[config.mk]
export PLATFORM = sky130hd
export DESIGN_NAME = fes_sequencer
export DESIGN_NICKNAME = d
export VERILOG_FILES = /design/src/fes_pkg.sv /design/src/fes_link_sync.sv /design/src/fes_sequencer.sv
export SDC_FILE = /design/constraint.sdc
export NUM_CORES = 1
export LEC_CHECK = 0
export BUFFER_PORTS_ARGS = -buffer_cell sky130_fd_sc_hd__buf_2
export CAP_MARGIN = 20
export CORE_MARGIN = 10
export CORE_UTILIZATION = 35
export CTS_CLUSTER_SIZE = 14
export DETAILED_ROUTE_END_ITERATION = 10
export SLEW_MARGIN = 5
export SYNTH_ARGS = -nofsm -noshare
export SYNTH_HDL_FRONTEND = slang
export SYNTH_SLANG_ARGS = --single-unit
[constraint.sdc]
create_clock -name sys_clk -period 8.05 [get_ports sys_clk]
set_input_delay 2.415 -clock sys_clk [delete_from_list [all_inputs] [get_ports sys_clk]]
set_output_delay 2.415 -clock sys_clk [all_outputs]
set_load 0.05 [all_outputs]
[src/fes_pkg.sv]
// Shared constants, opcodes and carrier types of the flash erase/suspend/resume sequencer
package fes_pkg;

    // ------------------------------------------------------------------
    // Instruction opcodes
    // ------------------------------------------------------------------
    localparam logic [7:0] OPC_WRITE_ENABLE  = 8'h06;
    localparam logic [7:0] OPC_WRITE_DISABLE = 8'h04;
    localparam logic [7:0] OPC_READ_STATUS1  = 8'h05;
    localparam logic [7:0] OPC_READ_STATUS2  = 8'h35;
    localparam logic [7:0] OPC_WRITE_STATUS  = 8'h01;
    localparam logic [7:0] OPC_PAGE_PROG     = 8'h02;
    localparam logic [7:0] OPC_QUAD_PROG     = 8'h32;
    localparam logic [7:0] OPC_FAST_PROG     = 8'hf2;
    localparam logic [7:0] OPC_SECREG_PROG   = 8'h42;
    localparam logic [7:0] OPC_SECTOR_ERASE  = 8'h20;
    localparam logic [7:0] OPC_BLOCK32_ERASE = 8'h52;
    localparam logic [7:0] OPC_BLOCK64_ERASE = 8'hd8;
    localparam logic [7:0] OPC_CHIP_ERASE_A  = 8'hc7;
    localparam logic [7:0] OPC_CHIP_ERASE_B  = 8'h60;
    localparam logic [7:0] OPC_SECREG_ERASE  = 8'h44;
    localparam logic [7:0] OPC_SUSPEND       = 8'h75;
    localparam logic [7:0] OPC_RESUME        = 8'h7a;

    // ------------------------------------------------------------------
    // Frame lengths in serial bits
    // ------------------------------------------------------------------
    localparam logic [11:0] BITS_OPCODE   = 12'h008;
    localparam logic [11:0] BITS_WRSTATUS = 12'h010;
    localparam logic [11:0] BITS_ADDRESS  = 12'h020;
    localparam logic [11:0] BITS_PROG_MIN = 12'h028;
    localparam logic [11:0] BITS_SAT      = 12'hfff;

    // ------------------------------------------------------------------
    // Status fields and reset values
    // ------------------------------------------------------------------
    localparam int          SR1_WIP_BIT   = 0;
    localparam int          SR1_WEL_BIT   = 1;
    localparam int          SR1_BP_LSB    = 2;
    localparam int          SR2_SUS_BIT   = 7;
    localparam logic [4:0]  BP_RESET      = 5'h00;
    localparam int          BP_BOTTOM_BIT = 3;

    // ------------------------------------------------------------------
    // Self-timed durations in sys_clk cycles (defaults of top parameters)
    // ------------------------------------------------------------------
    localparam int unsigned PROG_CYC_DFLT    = 32'd60000;
    localparam int unsigned SECTOR_CYC_DFLT  = 32'd5000000;
    localparam int unsigned BLOCK32_CYC_DFLT = 32'd15000000;
    localparam int unsigned BLOCK64_CYC_DFLT = 32'd25000000;
    localparam int unsigned CHIP_CYC_DFLT    = 32'd400000000;
    localparam int unsigned WRSR_CYC_DFLT    = 32'd500000;
    localparam int unsigned SECREG_CYC_DFLT  = 32'd5000000;

    // ------------------------------------------------------------------
    // Types
    // ------------------------------------------------------------------
    typedef enum logic [2:0] {
        OP_NONE    = 3'b000,
        OP_PROG    = 3'b001,
        OP_SECTOR  = 3'b010,
        OP_BLOCK32 = 3'b011,
        OP_BLOCK64 = 3'b100,
        OP_CHIP    = 3'b101,
        OP_WRSR    = 3'b110,
        OP_SECREG  = 3'b111
    } fes_op_t;

    typedef struct packed {
        logic sclk;
        logic csN;
        logic si;
    } fes_pins_t;

    typedef struct packed {
        logic sclkRise;
        logic sclkFall;
        logic csRise;
        logic csFall;
    } fes_evt_t;

    typedef struct packed {
        fes_pins_t s1;
        fes_pins_t s2;
        fes_pins_t s3;
    } fes_sync_t;

    typedef struct packed {
        logic [11:0] bitCnt;
        logic [7:0]  opcode;
        logic [23:0] addr;
        logic [7:0]  dataSh;
        logic [7:0]  outSh;
        logic        serOut;
        logic        serOutEn;
        logic [4:0]  bp;
        logic        write_enable_latch;
        logic        write_in_progress;
        logic        suspend_flag;
        fes_op_t     actKind;
        logic [23:0] actAddr;
        logic [31:0] actCnt;
        fes_op_t     susKind;
        logic [23:0] susAddr;
        logic [31:0] susCnt;
        logic        opStart;
        logic        opDone;
        logic [7:0]  progByte;
        logic        progByteValid;
    } fes_core_t;

endpackage

[src/fes_link_sync.sv]
// Pin synchroniser and edge finder for the serial link
`timescale 1ns/1ns

module fes_link_sync (
    // Clock and reset
    input  wire logic              sys_clk,
    input  wire logic              rst,
    // Raw pins
    input  wire fes_pkg::fes_pins_t pinsRaw,
    // Synchronised levels and edge pulses
    output      fes_pkg::fes_pins_t pinsSync,
    output      fes_pkg::fes_evt_t  evt
);

    fes_pkg::fes_sync_t st_r;
    fes_pkg::fes_sync_t st_nxt;

    // ------------------------------------------------------------------
    // Two stages for metastability, a third only to find edges
    // ------------------------------------------------------------------
    always_comb
    begin
        st_nxt    = st_r;
        st_nxt.s1 = pinsRaw;
        st_nxt.s2 = st_r.s1;
        st_nxt.s3 = st_r.s2;
    end

    // Chip select idles high so no frame is seen out of reset
    always_ff @(posedge sys_clk or posedge rst)
    begin
        if (rst)
        begin
            st_r <= '{s1: 3'b010, s2: 3'b010, s3: 3'b010};
        end
        else
        begin
            st_r <= st_nxt;
        end
    end

    // Edges compare the settled stage against its delayed copy
    assign pinsSync      = st_r.s2;
    assign evt.sclkRise  = st_r.s2.sclk & ~st_r.s3.sclk;
    assign evt.sclkFall  = ~st_r.s2.sclk & st_r.s3.sclk;
    assign evt.csRise    = st_r.s2.csN & ~st_r.s3.csN;
    assign evt.csFall    = ~st_r.s2.csN & st_r.s3.csN;

endmodule

[src/fes_sequencer.sv]
// Command sequencer for erase, chip erase, suspend and resume of a serial NOR flash
`timescale 1ns/1ns

// Overview of operation
// Block erase: D8h plus three address bytes
// Host must set write enable before erasing
// Block erase needs exact 32-bit frame
// Chip select rise starts timed erase, busy
// Status reads answered while erase runs
// Write enable cleared before erase ends
// Protected block erase is dropped
// Chip erase C7h/60h erases whole array
// Chip erase needs exact 8-bit frame
// Chip erase timed, clears busy, write enable
// Chip erase only with zero protect bits
// Suspend 75h halts erase or program
// Erase suspend refuses status write, erases
// Suspend ignored during chip erase
// Program suspend refuses status write, programs
// Status write cannot be suspended
// Reads of suspended page run, data unreliable
// Program suspend drops erase covering page
// Erase suspend reads outside region valid
// Erase suspend drops program in region
// Host avoids programs in suspended region
// Resume 7Ah only when suspended, idle
// Resume clears suspend, sets busy quickly
// Suspend sets flag, clears busy
module fes_sequencer #(
    parameter int unsigned PROG_CYCLES    = fes_pkg::PROG_CYC_DFLT,
    parameter int unsigned SECTOR_CYCLES  = fes_pkg::SECTOR_CYC_DFLT,
    parameter int unsigned BLOCK32_CYCLES = fes_pkg::BLOCK32_CYC_DFLT,
    parameter int unsigned BLOCK64_CYCLES = fes_pkg::BLOCK64_CYC_DFLT,
    parameter int unsigned CHIP_CYCLES    = fes_pkg::CHIP_CYC_DFLT,
    parameter int unsigned WRSR_CYCLES    = fes_pkg::WRSR_CYC_DFLT,
    parameter int unsigned SECREG_CYCLES  = fes_pkg::SECREG_CYC_DFLT
) (
    // Clock and reset
    input  wire logic        sys_clk,
    input  wire logic        rst,
    // Serial link pins
    input  wire logic        spiClk,
    input  wire logic        chipSelN,
    input  wire logic        serialIn,
    output      logic        serialOut,
    output      logic        serialOutEn,
    // Status flags
    output      logic        writeInProgress,
    output      logic        writeEnableLatch,
    output      logic        suspendFlag,
    output      logic [4:0]  blockProtectBits,
    // Array operation control
    output      logic        opStart,
    output      logic        opDone,
    output      logic [2:0]  opKind,
    output      logic [23:0] opAddr,
    output      logic [7:0]  progByte,
    output      logic        progByteValid
);

    fes_pkg::fes_core_t s_r;
    fes_pkg::fes_core_t s_nxt;
    fes_pkg::fes_pins_t pinsRaw;
    fes_pkg::fes_pins_t pins;
    fes_pkg::fes_evt_t  evt;

    // ------------------------------------------------------------------
    // Link front end
    // ------------------------------------------------------------------
    assign pinsRaw = '{sclk: spiClk, csN: chipSelN, si: serialIn};

    fes_link_sync u_sync (
        .sys_clk  (sys_clk),
        .rst      (rst),
        .pinsRaw  (pinsRaw),
        .pinsSync (pins),
        .evt      (evt)
    );

    // ------------------------------------------------------------------
    // Helpers
    // ------------------------------------------------------------------

    // Duration of each self-timed operation
    function automatic logic [31:0] opCycles(input fes_pkg::fes_op_t k);
        case (k)
            fes_pkg::OP_PROG:    opCycles = PROG_CYCLES;
            fes_pkg::OP_SECTOR:  opCycles = SECTOR_CYCLES;
            fes_pkg::OP_BLOCK32: opCycles = BLOCK32_CYCLES;
            fes_pkg::OP_BLOCK64: opCycles = BLOCK64_CYCLES;
            fes_pkg::OP_CHIP:    opCycles = CHIP_CYCLES;
            fes_pkg::OP_WRSR:    opCycles = WRSR_CYCLES;
            fes_pkg::OP_SECREG:  opCycles = SECREG_CYCLES;
            default:             opCycles = 32'h00000001;
        endcase
    endfunction

    // True when two addresses fall in the same unit that an operation covers
    function automatic logic sameUnit(input fes_pkg::fes_op_t k,
                                      input logic [23:0] a,
                                      input logic [23:0] b);
        case (k)
            fes_pkg::OP_PROG:    sameUnit = (a[23:8] == b[23:8]);
            fes_pkg::OP_SECTOR:  sameUnit = (a[23:12] == b[23:12]);
            fes_pkg::OP_BLOCK32: sameUnit = (a[23:15] == b[23:15]);
            fes_pkg::OP_BLOCK64: sameUnit = (a[23:16] == b[23:16]);
            default:             sameUnit = 1'b1;
        endcase
    endfunction

    // Protected range: low bits give 2^(n-1) blocks of 64KB, n>=5 all
    function automatic logic isProtected(input logic [4:0] bp, input logic [23:0] a);
        logic [4:0] span;
        logic [3:0] blk;
        span = 5'h00;
        blk  = a[19:16];
        if (bp[2:0] >= 3'h5)
        begin
            span = 5'h10;
        end
        else if (bp[2:0] != 3'h0)
        begin
            span = 5'(5'h01 << (bp[2:0] - 3'h1));
        end
        if (bp[fes_pkg::BP_BOTTOM_BIT])
        begin
            isProtected = ({1'b0, blk} < span);
        end
        else
        begin
            isProtected = ({1'b0, blk} >= (5'h10 - span));
        end
    endfunction

    function automatic logic isProgOpc(input logic [7:0] o);
        isProgOpc = (o == fes_pkg::OPC_PAGE_PROG) || (o == fes_pkg::OPC_QUAD_PROG) ||
                    (o == fes_pkg::OPC_FAST_PROG) || (o == fes_pkg::OPC_SECREG_PROG);
    endfunction

    function automatic logic isEraseKind(input fes_pkg::fes_op_t k);
        isEraseKind = (k == fes_pkg::OP_SECTOR) || (k == fes_pkg::OP_BLOCK32) ||
                      (k == fes_pkg::OP_BLOCK64) || (k == fes_pkg::OP_SECREG) ||
                      (k == fes_pkg::OP_CHIP);
    endfunction

    // Status byte shifted out for a status read
    function automatic logic [7:0] statusByte(input logic [7:0] o, input fes_pkg::fes_core_t c);
        logic [7:0] b;
        b = 8'h00;
        if (o == fes_pkg::OPC_READ_STATUS1)
        begin
            b[fes_pkg::SR1_WIP_BIT] = c.write_in_progress;
            b[fes_pkg::SR1_WEL_BIT] = c.write_enable_latch;
            b[fes_pkg::SR1_BP_LSB +: 5] = c.bp;
        end
        else
        begin
            b[fes_pkg::SR2_SUS_BIT] = c.suspend_flag;
        end
        statusByte = b;
    endfunction

    // Launch a self-timed operation; write enable drops at once
    function automatic fes_pkg::fes_core_t startOp(input fes_pkg::fes_core_t c,
                                                   input fes_pkg::fes_op_t k,
                                                   input logic [23:0] a);
        fes_pkg::fes_core_t r;
        r         = c;
        r.actKind = k;
        r.actAddr = a;
        r.actCnt  = opCycles(k);
        r.write_in_progress     = 1'b1;
        r.write_enable_latch     = 1'b0;
        r.opStart = 1'b1;
        startOp   = r;
    endfunction

    // ------------------------------------------------------------------
    // Next-state logic
    // ------------------------------------------------------------------
    logic       frameOpc;
    logic       frameAddr;
    logic       frameProg;
    logic       eraseSusp;
    logic       progSusp;
    logic [7:0] opc;
    logic [7:0] stByte;

    always_comb
    begin
        s_nxt               = s_r;
        s_nxt.opStart       = 1'b0;
        s_nxt.opDone        = 1'b0;
        s_nxt.progByteValid = 1'b0;
        opc       = s_r.opcode;
        stByte    = 8'h00;
        frameOpc  = (s_r.bitCnt == fes_pkg::BITS_OPCODE);
        frameAddr = (s_r.bitCnt == fes_pkg::BITS_ADDRESS);
        frameProg = (s_r.bitCnt >= fes_pkg::BITS_PROG_MIN) && (s_r.bitCnt[2:0] == 3'h0);
        eraseSusp = s_r.suspend_flag && isEraseKind(s_r.susKind);
        progSusp  = s_r.suspend_flag && (s_r.susKind == fes_pkg::OP_PROG);

        // Self-timed operation countdown
        if (s_r.actKind != fes_pkg::OP_NONE)
        begin
            if (s_r.actCnt <= 32'h00000001)
            begin
                s_nxt.actKind = fes_pkg::OP_NONE;
                s_nxt.write_in_progress     = 1'b0;
                s_nxt.write_enable_latch     = 1'b0;
                s_nxt.opDone  = 1'b1;
            end
            else
            begin
                s_nxt.actCnt = s_r.actCnt - 32'h00000001;
            end
        end

        // New frame: forget the previous one
        if (evt.csFall)
        begin
            s_nxt.bitCnt   = 12'h000;
            s_nxt.serOutEn = 1'b0;
        end

        // Sample serial input on clock rise inside a frame
        if (evt.sclkRise && !pins.csN)
        begin
            if (s_r.bitCnt < fes_pkg::BITS_OPCODE)
            begin
                s_nxt.opcode = {s_r.opcode[6:0], pins.si};
            end
            else if (s_r.bitCnt < fes_pkg::BITS_ADDRESS && opc != fes_pkg::OPC_WRITE_STATUS)
            begin
                s_nxt.addr = {s_r.addr[22:0], pins.si};
            end
            else
            begin
                s_nxt.dataSh = {s_r.dataSh[6:0], pins.si};
                if (s_r.bitCnt[2:0] == 3'h7 && isProgOpc(opc))
                begin
                    s_nxt.progByte      = {s_r.dataSh[6:0], pins.si};
                    s_nxt.progByteValid = 1'b1;
                end
            end
            if (s_r.bitCnt != fes_pkg::BITS_SAT)
            begin
                s_nxt.bitCnt = s_r.bitCnt + 12'h001;
            end
        end

        // Status reads are served at any time, busy or not
        if (evt.sclkFall && !pins.csN && s_r.bitCnt >= fes_pkg::BITS_OPCODE &&
            (opc == fes_pkg::OPC_READ_STATUS1 || opc == fes_pkg::OPC_READ_STATUS2))
        begin
            s_nxt.serOutEn = 1'b1;
            if (s_r.bitCnt[2:0] == 3'h0)
            begin
                stByte       = statusByte(opc, s_nxt);
                s_nxt.serOut = stByte[7];
                s_nxt.outSh  = {stByte[6:0], 1'b0};
            end
            else
            begin
                s_nxt.serOut = s_r.outSh[7];
                s_nxt.outSh  = {s_r.outSh[6:0], 1'b0};
            end
        end

        // End of frame: decide on the command; reads anywhere never block
        if (evt.csRise)
        begin
            s_nxt.serOutEn = 1'b0;                             // see
            if (opc == fes_pkg::OPC_SUSPEND && frameOpc)
            begin
                // Only programs (any program opcode) and sector/block erase can pause
                if (s_nxt.write_in_progress && !s_r.suspend_flag &&
                    (s_nxt.actKind == fes_pkg::OP_PROG || s_nxt.actKind == fes_pkg::OP_SECTOR ||
                     s_nxt.actKind == fes_pkg::OP_BLOCK32 ||
                     s_nxt.actKind == fes_pkg::OP_BLOCK64))    // see see
                begin
                    s_nxt.susKind = s_nxt.actKind;
                    s_nxt.susAddr = s_nxt.actAddr;
                    s_nxt.susCnt  = s_nxt.actCnt;
                    s_nxt.actKind = fes_pkg::OP_NONE;
                    s_nxt.suspend_flag     = 1'b1;
                    s_nxt.write_in_progress     = 1'b0;
                end
            end
            else if (opc == fes_pkg::OPC_RESUME && frameOpc)
            begin
                if (s_r.suspend_flag && !s_nxt.write_in_progress)
                begin
                    s_nxt.actKind = s_r.susKind;
                    s_nxt.actAddr = s_r.susAddr;
                    s_nxt.actCnt  = s_r.susCnt;
                    s_nxt.susKind = fes_pkg::OP_NONE;
                    s_nxt.suspend_flag     = 1'b0;
                    s_nxt.write_in_progress     = 1'b1;
                end
            end
            else if (!s_nxt.write_in_progress)
            begin
                if (opc == fes_pkg::OPC_WRITE_ENABLE && frameOpc)
                begin
                    s_nxt.write_enable_latch = 1'b1;
                end
                else if (opc == fes_pkg::OPC_WRITE_DISABLE && frameOpc)
                begin
                    s_nxt.write_enable_latch = 1'b0;
                end
                else if (s_r.write_enable_latch)
                begin
                    if ((opc == fes_pkg::OPC_BLOCK64_ERASE || opc == fes_pkg::OPC_BLOCK32_ERASE ||
                         opc == fes_pkg::OPC_SECTOR_ERASE) && frameAddr)
                    begin
                        if (!eraseSusp && !isProtected(s_r.bp, s_r.addr) &&
                            !(progSusp && sameUnit(opc == fes_pkg::OPC_SECTOR_ERASE ?
                                  fes_pkg::OP_SECTOR : (opc == fes_pkg::OPC_BLOCK32_ERASE ?
                                  fes_pkg::OP_BLOCK32 : fes_pkg::OP_BLOCK64),
                                  s_r.addr, s_r.susAddr)))  // see see
                        begin
                            s_nxt = startOp(s_nxt,
                                opc == fes_pkg::OPC_SECTOR_ERASE ? fes_pkg::OP_SECTOR :
                                (opc == fes_pkg::OPC_BLOCK32_ERASE ? fes_pkg::OP_BLOCK32 :
                                 fes_pkg::OP_BLOCK64), s_r.addr);  // see
                        end
                    end
                    else if (opc == fes_pkg::OPC_SECREG_ERASE && frameAddr)
                    begin
                        if (!eraseSusp)
                        begin
                            s_nxt = startOp(s_nxt, fes_pkg::OP_SECREG, s_r.addr);
                        end
                    end
                    else if ((opc == fes_pkg::OPC_CHIP_ERASE_A ||
                              opc == fes_pkg::OPC_CHIP_ERASE_B) && frameOpc)
                    begin
                        // Whole array covers any paused page too
                        if (!s_r.suspend_flag && s_r.bp == 5'h00)        // see see
                        begin
                            s_nxt = startOp(s_nxt, fes_pkg::OP_CHIP, 24'h000000);
                        end
                    end
                    else if (opc == fes_pkg::OPC_WRITE_STATUS &&
                             s_r.bitCnt == fes_pkg::BITS_WRSTATUS)
                    begin
                        if (!s_r.suspend_flag)                          // see
                        begin
                            s_nxt    = startOp(s_nxt, fes_pkg::OP_WRSR, 24'h000000);
                            s_nxt.bp = s_r.dataSh[fes_pkg::SR1_BP_LSB +: 5];
                        end
                    end
                    else if (isProgOpc(opc) && frameProg)
                    begin
                        // A program outside the unit of the paused erase still runs
                        if (!progSusp && !isProtected(s_r.bp, s_r.addr) &&
                            !(eraseSusp && sameUnit(s_r.susKind, s_r.addr, s_r.susAddr)))
                        begin                                  // see see
                            s_nxt = startOp(s_nxt, fes_pkg::OP_PROG, s_r.addr);
                        end
                    end
                end
            end
        end
    end

    // ------------------------------------------------------------------
    // State register
    // ------------------------------------------------------------------
    always_ff @(posedge sys_clk or posedge rst)
    begin
        if (rst)
        begin
            s_r         <= '0;
            s_r.bp      <= fes_pkg::BP_RESET;
            s_r.actKind <= fes_pkg::OP_NONE;
            s_r.susKind <= fes_pkg::OP_NONE;
        end
        else
        begin
            s_r <= s_nxt;
        end
    end

    // ------------------------------------------------------------------
    // Outputs, all taken from the state register
    // ------------------------------------------------------------------
    assign serialOut        = s_r.serOut;
    assign serialOutEn      = s_r.serOutEn;
    assign writeInProgress  = s_r.write_in_progress;
    assign writeEnableLatch = s_r.write_enable_latch;
    assign suspendFlag      = s_r.suspend_flag;
    assign blockProtectBits = s_r.bp;
    assign opStart          = s_r.opStart;
    assign opDone           = s_r.opDone;
    assign opKind           = s_r.actKind;
    assign opAddr           = s_r.actAddr;
    assign progByte         = s_r.progByte;
    assign progByteValid    = s_r.progByteValid;

endmodule

After elaboration in Yosys (flattened, before gate mapping):

Cells that the tools add are included.

* bitwise logic cells: 17
* magnitude comparators: 10
* add/subtract/negate cells: 5
* multiplexer cells: 123
* shift-type cells: 1
* reduce and logical (&&, ||, !) cells: 69
* equal/unequal tests: 60

Operator list (number)
* $mux 137: 7
* $mux 132: 5
* $mux 131: 2
* $pmux 29 s6: 1
* $mux 138: 1
* $mux 5: 26
* $mux 64: 2
* $mux 59: 2
* $mux 32: 3
* $mux 67: 1
* $mux 56: 1
* $mux 52: 1
* $eq 8x7->1 const B: 6
* $mux 1: 48
* $mux 9: 5
* $le 32x1->1 const B: 1
* $sub 32x1->32 const B: 1
* $logic_and 1x1->1: 28
* $eq 3x3->1 const B: 9
* $eq 8x3->1 const B: 3
* $eq 8x6->1 const B: 3
* $eq 8x8->1 const B: 3
* $mux 12: 2
* $mux 24: 1
* other kinds (54): 123

* register bits after elaboration: 207
* output and inout port bits: 48
* logic and storage cells: 314

Logic depth before layout (Yosys ltp):

Gate-level depths: netlist of the first run.

* depth in word-level cells: 48
* gate-level depth with buffers: 15

Hierarchy:

Synthesis of the first run repeated with hierarchy kept, for this count alone.

* cell total of the unflattened synthesis: 1158
* area total of the unflattened synthesis: 11382.2 µm²

By module, submodules not included
* fes_sequencer: cells each 1142, area each 11116.9 µm², instances 1, sequential area each 4929.7 µm²
* fes_link_sync: cells each 16, area each 265.3 µm², instances 1, sequential area each 203.9 µm²

Worst setup path after synthesis of the first run:

OpenSTA, ideal clock, no wires.

* path type: register -> register
* from: reg s_r (netlist bit blockProtectBits[2])
* to: reg s_r (netlist bit opAddr[0])
* buffers on the path: 2
* arrival: 3.339 ns
* cell stages (with the launch flop): 15
* clock period less this slack: 3.464 ns
* slack: 4.586 ns
* cells stage by stage: dfrtp_1 > or3_1 > ha_1 > xnor2_1 > ha_1 > o21a_1 > nor2_1 > or4_1 > nand3_1 > o21ai_0 > and3_1 > buf_2 > buf_2 > a22o_1 > mux2_2

* cells in the longest elaborated chain, start to end: 36
* elaborated cells between the ends (all ways): 66
* those cells by class: add/sub: 3; order compare: 5; eq/ne: 2; shift: 1; mux: 44; reduce/logical: 11

RTL lines
* start, declared: line fes_sequencer.sv:61 `fes_pkg::fes_core_t s_r;`
* start signal, assigned: line fes_sequencer.sv:382 `s_r <= s_nxt;`
* $sub 3x1->3: line fes_sequencer.sv:123 `span = 5'(5'h01 << (bp[2:0] - 3'h1));`
* $shl 1x3->5: line fes_sequencer.sv:123
* $mux 5: line fes_sequencer.sv:121 `else if (bp[2:0] != 3'h0)`
* $mux 5: line fes_sequencer.sv:117 `if (bp[2:0] >= 3'h5)`
* $mux 5: line fes_sequencer.sv:354 `else if (isProgOpc(opc) && frameProg)`
* $mux 5: line fes_sequencer.sv:345 `else if (opc == fes_pkg::OPC_WRITE_STATUS &&`
* $mux 5: line fes_sequencer.sv:336 `else if ((opc == fes_pkg::OPC_CHIP_ERASE_A ||`
* $mux 5: line fes_sequencer.sv:329 `else if (opc == fes_pkg::OPC_SECREG_ERASE && frameAddr)`
* [... 19 more ...]
* $mux 1: line fes_sequencer.sv:302 `else if (!s_nxt.write_in_progress)`
* $mux 1: line fes_sequencer.sv:290 `else if (opc == fes_pkg::OPC_RESUME && frameOpc)`
* $mux 1: line fes_sequencer.sv:274 `if (opc == fes_pkg::OPC_SUSPEND && frameOpc)`
* $mux 1: line fes_sequencer.sv:271 `if (evt.csRise)`
* $logic_not 1->1: line fes_sequencer.sv:357 `if (!progSusp && !isProtected(s_r.bp, s_r.addr) &&`
* $logic_and 1x1->1 (2 in series): line fes_sequencer.sv:357
* $reduce_bool 6->1 (no line)
* $reduce_and 13->1 (no line) (*)

Mark *: on every way between the ends. The rest lies on a longest branch, timed or not. The select of a mux whose other input is x is not followed.
A chain may end at the register's enable or synchronous reset.

Final worst setup path of the first run:

* from: reg s_r[78] in the netlist's numbering
* to: reg s_r (netlist bit opAddr[9])

* cells in the longest elaborated chain, start to end: 7
* elaborated cells between the ends (all ways): 8
* those cells by class: order compare: 1; eq/ne: 2; mux: 2; reduce/logical: 3

RTL lines
* $le 32x1->1 (*): line fes_sequencer.sv:206 `if (s_r.actCnt <= 32'h00000001)`
* $mux 2 (*): line fes_sequencer.sv:206
* $mux 2 (*): line fes_sequencer.sv:204 `if (s_r.actKind != fes_pkg::OP_NONE)`
* $logic_not 1->1
* $logic_and 1x1->1: line fes_sequencer.sv:292 `if (s_r.suspend_flag && !s_nxt.write_in_progress)`
* $ne 2x1->1 (no line)
* $reduce_and 13->1 (no line) (*)

Mark *: on every way between the ends. The rest lies on a longest branch, timed or not.

==> results.json, run 1 <==
{
  "status": "finished, final reports clean",
  "overflow": 0,
  "grt_pass1_wl_um": 48730,
  "timing.fmax_mhz": 246.4,
  "reg2reg_depth": 10,
  "period_minus_slack_ns": 4.059,
  "clock-root-buffer": "sky130_fd_sc_hd__clkbuf_16",
  "cts_h_tree_depth": 1,
  "maxSlewHeadroom": 0.2975,
  "cts_tree": "built",
  "critical_path.n_buffers_inverters": 2,
  "worst_clock_skew_ns": 0.01242,
  "post-synth-top-area-cell": "sky130_fd_sc_hd__dfrtp_1",
  "crit_path_max_delay_cell_type": "sky130_fd_sc_hd__or4_4",
  "worst_ep_required_time_ns": 8.45,
  "floorplan.die_area_um2": 39650,
  "worst_setup_path_startpoint": "s_r[78]$_DFF_PP0_",
  "ys_seq_area_frac": 0.4572,
  "post-route-util": 0.3910,
  "die-height_um": 199.1,
  "worstSetupPathType": "register to register",
  "path_cells": "or4_4 -> nor4_2 -> nand4_1 -> inv_1 -> nor2_1 -> nor2_2 -> nand3_1 -> o21ai_4 -> buf_4 -> mux2_2",
  "async_flop_share": 1.000,
  "cell_internal_pwr_w": 0.001861,
  "antenna_cells_inserted": 0,
  "synth_most_common_cell": "sky130_fd_sc_hd__dfrtp_1",
  "synth_top_cell_area_share": 0.4501,
  "clk_transition_reported_paths_ns": 0.06,
  "crit_path_end_kind": "register",
  "p_comb_frac": 0.131,
  "timing.max_cap.violations": 0,
  "ctsResizeCount": 0,
  "yosysWarningCount": 0,
  "synth_top_cells_by_count": "202 x sky130_fd_sc_hd__dfrtp_1, 99 x sky130_fd_sc_hd__nor2_1, 98 x sky130_fd_sc_hd__mux2_2, 76 x sky130_fd_sc_hd__nand2_1, 74 x sky130_fd_sc_hd__a21oi_1",
  "switching_power_share_of_the_total": 0.2887,
  "grt_start_max_net_pins": 113,
  "post_synth_main_area_contributors": "sky130_fd_sc_hd__dfrtp_1 45%, sky130_fd_sc_hd__mux2_2 9.8%, sky130_fd_sc_hd__nor2_1 3.3%",
  "seq_power_share": 0.459,
  "p_sw_w": 0.0007553,
  "first_iter_violations": 792,
  "ys_ff_latch": 205,
  "worstSetupEndpoint": "opAddr[9]$_DFFE_PP0P_",
  "final-setup-viol-count": 0,
  "worst-slew-pin-transition_ns": 1.027,
  "area_growth_pct": 10.15,
  "die_w_um": 199.1,
  "synthDistinctLibCells": 81,
  "clkSinkCount": 205,
  "post_syn_area_um2": 11230,
  "report.final.hold_viol_count": 0,
  "power_density_nw_per_um2": 211.5,
  "total_global_routing_track_utilization": 0.1524,
  "post_route_cells_drive_above_1_share": 0.2061,
  "fin_worst_hold_slack_ns": 0.3488,
  "placed_wire_length_estimate_um": 21080,
  "rr_startpoint": "s_r[78]$_DFF_PP0_",
  "syn_area_per_cell_um2": 9.946,
  "setup-tns-final_ns": 0,
  "route.final.wire_length_um": 30140,
  "cts_setup_buffers": 0,
  "hold_buffers": 0,
  "dr_total_vias": 8750,
  "synthesis.nets": 1149,
  "irDropWorstVdd_mv": 0.1329,
  "postSynthCellCount": 1129,
  "p_clk_frac": 0.410,
  "hp-class": "register to register",
  "floorplan.io_pins": 53,
  "via_per_inst": 5.674,
  "remaining_drc_errors": 0,
  "antenna_violations_before_repair": 0,
  "rsz_0062_raised_after_global_routing": "false",
  "dp_slack_ns": 3.888,
  "depth_of_the_critical_timing_path_with_buffers_and_inverters_included": 10,
  "power_leakage_nw": 5.684,
  "regToRegEndpoint": "opAddr[9]$_DFFE_PP0P_",
  "drtAntennaViolNets": 0,
  "worst_path_dominant_cell_family": "simple AND/OR/NAND/NOR gates",
  "io_buffer_count": 52,
  "finalMaxSlewViolations": 0,
  "effective_utilization_at_floorplan": 0.3550,
  "core_area_um2": 31640,
  "place.gp.congestion": 1.010,
  "drt-pass1-iter-count": 5,
  "critPathMaxStageDelay_ns": 0.59,
  "reg2reg_slack_ns": 3.99,
  "worstSkewPairLatency_ns": 0.53,
  "worst_slack_ns": 3.991,
  "cts-buffers-inserted": 23,
  "synth_edf_count": 0,
  "finish.net_count": 1143,
  "critical_path.max_fanout": 34,
  "final_min_period_over_clock_period": 0.5042,
  "wl_per_cell_um": 19.55,
  "crit_arrival_ns": 4.46,
  "synth-main-ff-cell": "sky130_fd_sc_hd__dfrtp_1",
  "critPathLaunchType": "register",
  "core.rowCount": 65,
  "grt_pass1_vias": 8542,
  "cts-root-to-sink-buffers": 3
}
-- worst reg2reg max path, stage by stage, from the launching register on --
cell and delay (ns):
sky130_fd_sc_hd__dfrtp_1 0.42, sky130_fd_sc_hd__or4_4 0.59, sky130_fd_sc_hd__nor4_2 0.40, sky130_fd_sc_hd__nand4_1 0.43, sky130_fd_sc_hd__inv_1 0.31, sky130_fd_sc_hd__nor2_1 0.18, sky130_fd_sc_hd__nor2_2 0.34, sky130_fd_sc_hd__nand3_1 0.24
sky130_fd_sc_hd__o21ai_4 0.19, sky130_fd_sc_hd__buf_4 0.44, sky130_fd_sc_hd__mux2_2 0.40
-- cell families (layout without fill, tap and decap cells) --
logic type               after synthesis  after routing  synth area share
adder cells (fa/ha/maj)               15             15           0.01671
flip-flops                           205            205            0.4572
AND/OR/NAND/NOR                      382            382            0.1815
buffers and inverters                122            133           0.05671
AO/OA/AOI/OAI                        254            254            0.1479
multiplexers                         101            101            0.1011
XOR/XNOR                              50             50           0.03900
-- through the flow --
| stage | area, um^2 | power (W) | instances |
|---|---|---|---|
| after floorplan | 11230 | 0.001465 | 1129 |
| after detailed placement | 11580 | 0.001556 | 1499 |
| after CTS | 12350 | 0.002638 | 1541 |
| final | 12370 | 0.002616 | 1542 |
| after global routing | 12370 | 0.002744 | 1542 |
| after global placement | 11580 | 0.001554 | 1499 |
-- cell usage in the layout, fill, tap and decap left out, types with 15 or more instances in the layout --
| master | netlist | layout |
|---|---|---|
| sky130_fd_sc_hd__nand2b_1 | 15 | 15 |
| sky130_fd_sc_hd__nor4_1 | 20 | 20 |
| sky130_fd_sc_hd__dfrtp_1 | 202 | 202 |
| sky130_fd_sc_hd__inv_1 | 25 | 24 |
| sky130_fd_sc_hd__ha_1 | 15 | 15 |
| sky130_fd_sc_hd__a22o_1 | 25 | 25 |
| sky130_fd_sc_hd__a21oi_1 | 74 | 73 |
| sky130_fd_sc_hd__nand2_1 | 76 | 76 |
| sky130_fd_sc_hd__mux2_2 | 98 | 98 |
| sky130_fd_sc_hd__clkbuf_16 | 0 | 23 |
| sky130_fd_sc_hd__nand3_1 | 38 | 38 |
| sky130_fd_sc_hd__xor2_1 | 29 | 29 |
| sky130_fd_sc_hd__nor2_1 | 99 | 98 |
| sky130_fd_sc_hd__and3_1 | 17 | 17 |
| sky130_fd_sc_hd__xnor2_1 | 21 | 21 |
| sky130_fd_sc_hd__nor3_1 | 25 | 24 |
| sky130_fd_sc_hd__buf_2 | 8 | 52 |
| sky130_fd_sc_hd__o21ai_0 | 63 | 63 |
-- registers in the layout, indices dropped and copies added (netlist names) --
name              flops
blockProtectBits      5
opAddr               24
opDone                1
opKind                3
opStart               1
opc                   8
progByte              8
progByteValid         1
s_r                 141
serialOut             1
serialOutEn           1
suspendFlag           1
u_sync.pinsSync       3
u_sync.st_nxt         3
u_sync.st_r           2
writeEnableLatch      1
writeInProgress       1
-- worst min-delay path by stage --
stage | cells past startpoint | slack (ns) | from | to
2_1_floorplan | 0 | 0.33 | u_sync.st_nxt[3]$_DFF_PP0_ | u_sync.pinsSync[0]$_DFF_PP0_
3_3_place_gp | 0 | 0.33 | u_sync.st_nxt[3]$_DFF_PP0_ | u_sync.pinsSync[0]$_DFF_PP0_
3_5_place_dp | 0 | 0.34 | u_sync.st_nxt[3]$_DFF_PP0_ | u_sync.pinsSync[0]$_DFF_PP0_
4_1_cts | 0 | 0.35 | u_sync.st_nxt[3]$_DFF_PP0_ | u_sync.pinsSync[0]$_DFF_PP0_
5_1_grt | 0 | 0.36 | u_sync.st_nxt[3]$_DFF_PP0_ | u_sync.pinsSync[0]$_DFF_PP0_
6_report | 0 | 0.35 | u_sync.st_nxt[5]$_DFF_PP0_ | u_sync.pinsSync[2]$_DFF_PP0_
-- cell type report --
| class | instances | area (um^2) |
|---|---|---|
| fillers | 3114 | 19270 |
| inverters | 25 | 101.3 |
| repair buffers | 66 | 372.9 |
| flip-flops and latches | 205 | 5134 |
| well taps | 402 | 503.0 |
| multi-input cells | 802 | 5483 |
| clock buffers | 34 | 686.9 |
| clock inverters | 8 | 88.84 |
-- layer usage --
layer  up-vias  GRT usage  part of all wire
li1       4066          -                 -
met1      4378     0.2137              0.46
met2       245     0.2391              0.46
met3        61    0.02372             0.055
met4         0    0.03956             0.024
met5         -          0                 0
-- power by group through the flow --
stage               registers (W)  clock network [W]  logic [W]
floorplan                 0.00116                  0   0.000305
global placement          0.00121                  0   0.000342
detailed placement        0.00121                  0   0.000342
CTS                       0.00120            0.00110   0.000343
global route              0.00121            0.00114   0.000390
finish                    0.00120            0.00107   0.000343
No activity file was read; power rests on OpenSTA's default activity.
==> run 2: changes to the inputs <==
==> constraint.sdc (replaced) <==
create_clock -name sys_clk -period 3.7 [get_ports sys_clk]
set_input_delay 1.11 -clock sys_clk [delete_from_list [all_inputs] [get_ports sys_clk]]
set_output_delay 1.11 -clock sys_clk [all_outputs]
set_load 0.05 [all_outputs]
==> run 2 against run 1 <==
Effect of this change: cell area increased by 3.8%; wire length is 3.8% higher; sequential share of layout area shrank 1.5 points; largest cell class unchanged; largest power group unchanged; highest routed layer unchanged.
==> results.json, run 2 (synthesized netlist as in run 1, its figures left out) <==
{
  "reg2reg_depth": 11,
  "ctsResizeCount": 0,
  "hold_buffers": 0,
  "finish.net_count": 1198,
  "post_route_cells_drive_above_1_share": 0.2441,
  "irDropWorstVdd_mv": 0.2989,
  "place.detailed.instances": 1552,
  "worst_ep_required_time_ns": 4.09,
  "antenna_cells_inserted": 0,
  "cts-root-to-sink-buffers": 3,
  "layout_common_cells": "202 x sky130_fd_sc_hd__dfrtp_1, 98 x sky130_fd_sc_hd__nor2_1, 98 x sky130_fd_sc_hd__mux2_2",
  "critical_path.max_fanout": 6,
  "die_w_um": 199.1,
  "rr_startpoint": "blockProtectBits[2]$_DFFE_PP0P_",
  "fin_total_pwr_w": 0.005728,
  "drt-pass1-iter-count": 5,
  "grt_pass1_vias": 8897,
  "core.rowCount": 65,
  "clock-root-buffer": "sky130_fd_sc_hd__clkbuf_16",
  "floorplan.io_pins": 53,
  "timing.max_cap.violations": 0,
  "largest_reg_flops": 141,
  "power_density_nw_per_um2": 446.2,
  "clk_transition_reported_paths_ns": 0.06,
  "final_cell_area_um2": 12840,
  "area_growth_pct": 14.33,
  "die-height_um": 199.1,
  "worstSetupPathType": "register to register",
  "placed_cell_area_um2": 12030,
  "post-route-util": 0.4058,
  "holdCritStartpoint": "u_sync.st_nxt[3]$_DFF_PP0_",
  "post_layout_nonfiller_instances": 1594,
  "hold-path-cell-count": 0,
  "final-setup-viol-count": 0,
  "hp-class": "register to register",
  "floorplan.die_area_um2": 39650,
  "worst-slew-pin-transition_ns": 0.8920,
  "io_buffer_count": 52,
  "power_leakage_nw": 5.960,
  "first_iter_violations": 755,
  "status": "finished, final reports clean",
  "effective_utilization_at_floorplan": 0.3550,
  "final.fill_count": 3068,
  "remaining_drc_errors": 0,
  "worst_clock_skew_ns": 0.02095,
  "report.final.hold_viol_count": 0,
  "route.final.wire_length_um": 31280,
  "largest_register_by_flop_count": "s_r",
  "period_minus_slack_ns": 3.541,
  "grt_pass1_wl_um": 50180,
  "final_min_period_over_clock_period": 0.9570,
  "drtAntennaViolNets": 0,
  "placed_wire_length_estimate_um": 22340,
  "cts_setup_buffers": 0,
  "grt_start_max_net_pins": 68,
  "crit_path_end_kind": "register",
  "timing.fmax_mhz": 282.4,
  "antenna_violations_before_repair": 0,
  "crit_arrival_ns": 3.93,
  "clkSinkCount": 205,
  "dr_total_vias": 8854,
  "worst_setup_path_startpoint": "blockProtectBits[2]$_DFFE_PP0P_",
  "place.gp.congestion": 0.9490,
  "cts_tree": "built",
  "setup-tns-final_ns": 0,
  "wl_per_cell_um": 19.62,
  "core_area_um2": 31640,
  "cts_h_tree_depth": 1,
  "total_global_routing_track_utilization": 0.1570,
  "finalMaxSlewViolations": 0,
  "critPathLaunchType": "register",
  "cts-buffers-inserted": 25,
  "final_common_cell": "sky130_fd_sc_hd__dfrtp_1",
  "overflow": 0,
  "worstSkewPairLatency_ns": 0.53,
  "via_per_inst": 5.555,
  "maxSlewHeadroom": 0.4002
}
## run 2: metal layers
| layer | up-vias | GRT usage | wire length, um |
|---|---|---|---|
| li1 | 4166 | - | - |
| met1 | 4402 | 0.2154 | 14320 |
| met2 | 228 | 0.2519 | 14520 |
| met3 | 58 | 0.02304 | 1593 |
| met4 | 0 | 0.04352 | 844 |
| met5 | - | 0 | 0 |
## run 2: path summary, 6_finish.rpt
| kind | to | slack [ns] |
|---|---|---|
| max | s_r[94]$_DFF_PP0_ | 0.16 |
| min | u_sync.pinsSync[0]$_DFF_PP0_ | 0.35 |
| max reg2reg | s_r[94]$_DFF_PP0_ | 0.16 |
| min reg2reg | u_sync.pinsSync[0]$_DFF_PP0_ | 0.35 |
| max in group asynchronous | writeEnableLatch$_DFF_PP0_ | 2.16 |
| min in group asynchronous | s_r[71]$_DFF_PP0_ | 0.57 |
## run 2: critical path: stages, from the launching register on
cell                        delay [ns]
sky130_fd_sc_hd__dfrtp_1          0.37
sky130_fd_sc_hd__or3_1            0.40
sky130_fd_sc_hd__ha_1             0.30
sky130_fd_sc_hd__inv_1            0.04
sky130_fd_sc_hd__ha_1             0.26
sky130_fd_sc_hd__a2111oi_0        0.40
sky130_fd_sc_hd__or4_4            0.25
sky130_fd_sc_hd__and2_1           0.15
sky130_fd_sc_hd__a41oi_2          0.22
sky130_fd_sc_hd__a2111oi_4        0.53
sky130_fd_sc_hd__a31oi_1          0.15
sky130_fd_sc_hd__a2111o_1         0.35
## run 2: per-stage QoR
| stage | hold slack (ns) | worst slack (ns) |
|---|---|---|
| 6_report | 0.3462 | 0.1592 |
| 5_1_grt | 0.3607 | -0.02303 |
| 4_1_cts | 0.3490 | 0.1464 |
| 3_5_place_dp | 0.3358 | 0.1645 |
| 3_3_place_gp | 0.3333 | 0.2158 |
| 2_1_floorplan | 0.3312 | -0.06582 |
## run 2: power breakdown
| part | internal, W | switching, W | total (W) |
|---|---|---|---|
| combinational | 0.000335 | 0.000476 | 0.000811 |
| clock | 0.00135 | 0.000952 | 0.00230 |
| sequential | 0.00239 | 0.000231 | 0.00262 |
| total | 0.00407 | 0.00166 | 0.00573 |
## run 2: cell type report
| class | instances | area [um^2] | share of cell area |
|---|---|---|---|
| clock buffer | 34 | 719.4 | 0.05604 |
| clock inverter | 7 | 46.29 | 0.003606 |
| inverter | 25 | 97.59 | 0.007602 |
| multi-input combinational | 802 | 5503 | 0.4286 |
| sequential | 205 | 5134 | 0.3999 |
| tap | 402 | 503.0 | 0.03918 |
| timing repair buffer | 119 | 835.8 | 0.06510 |
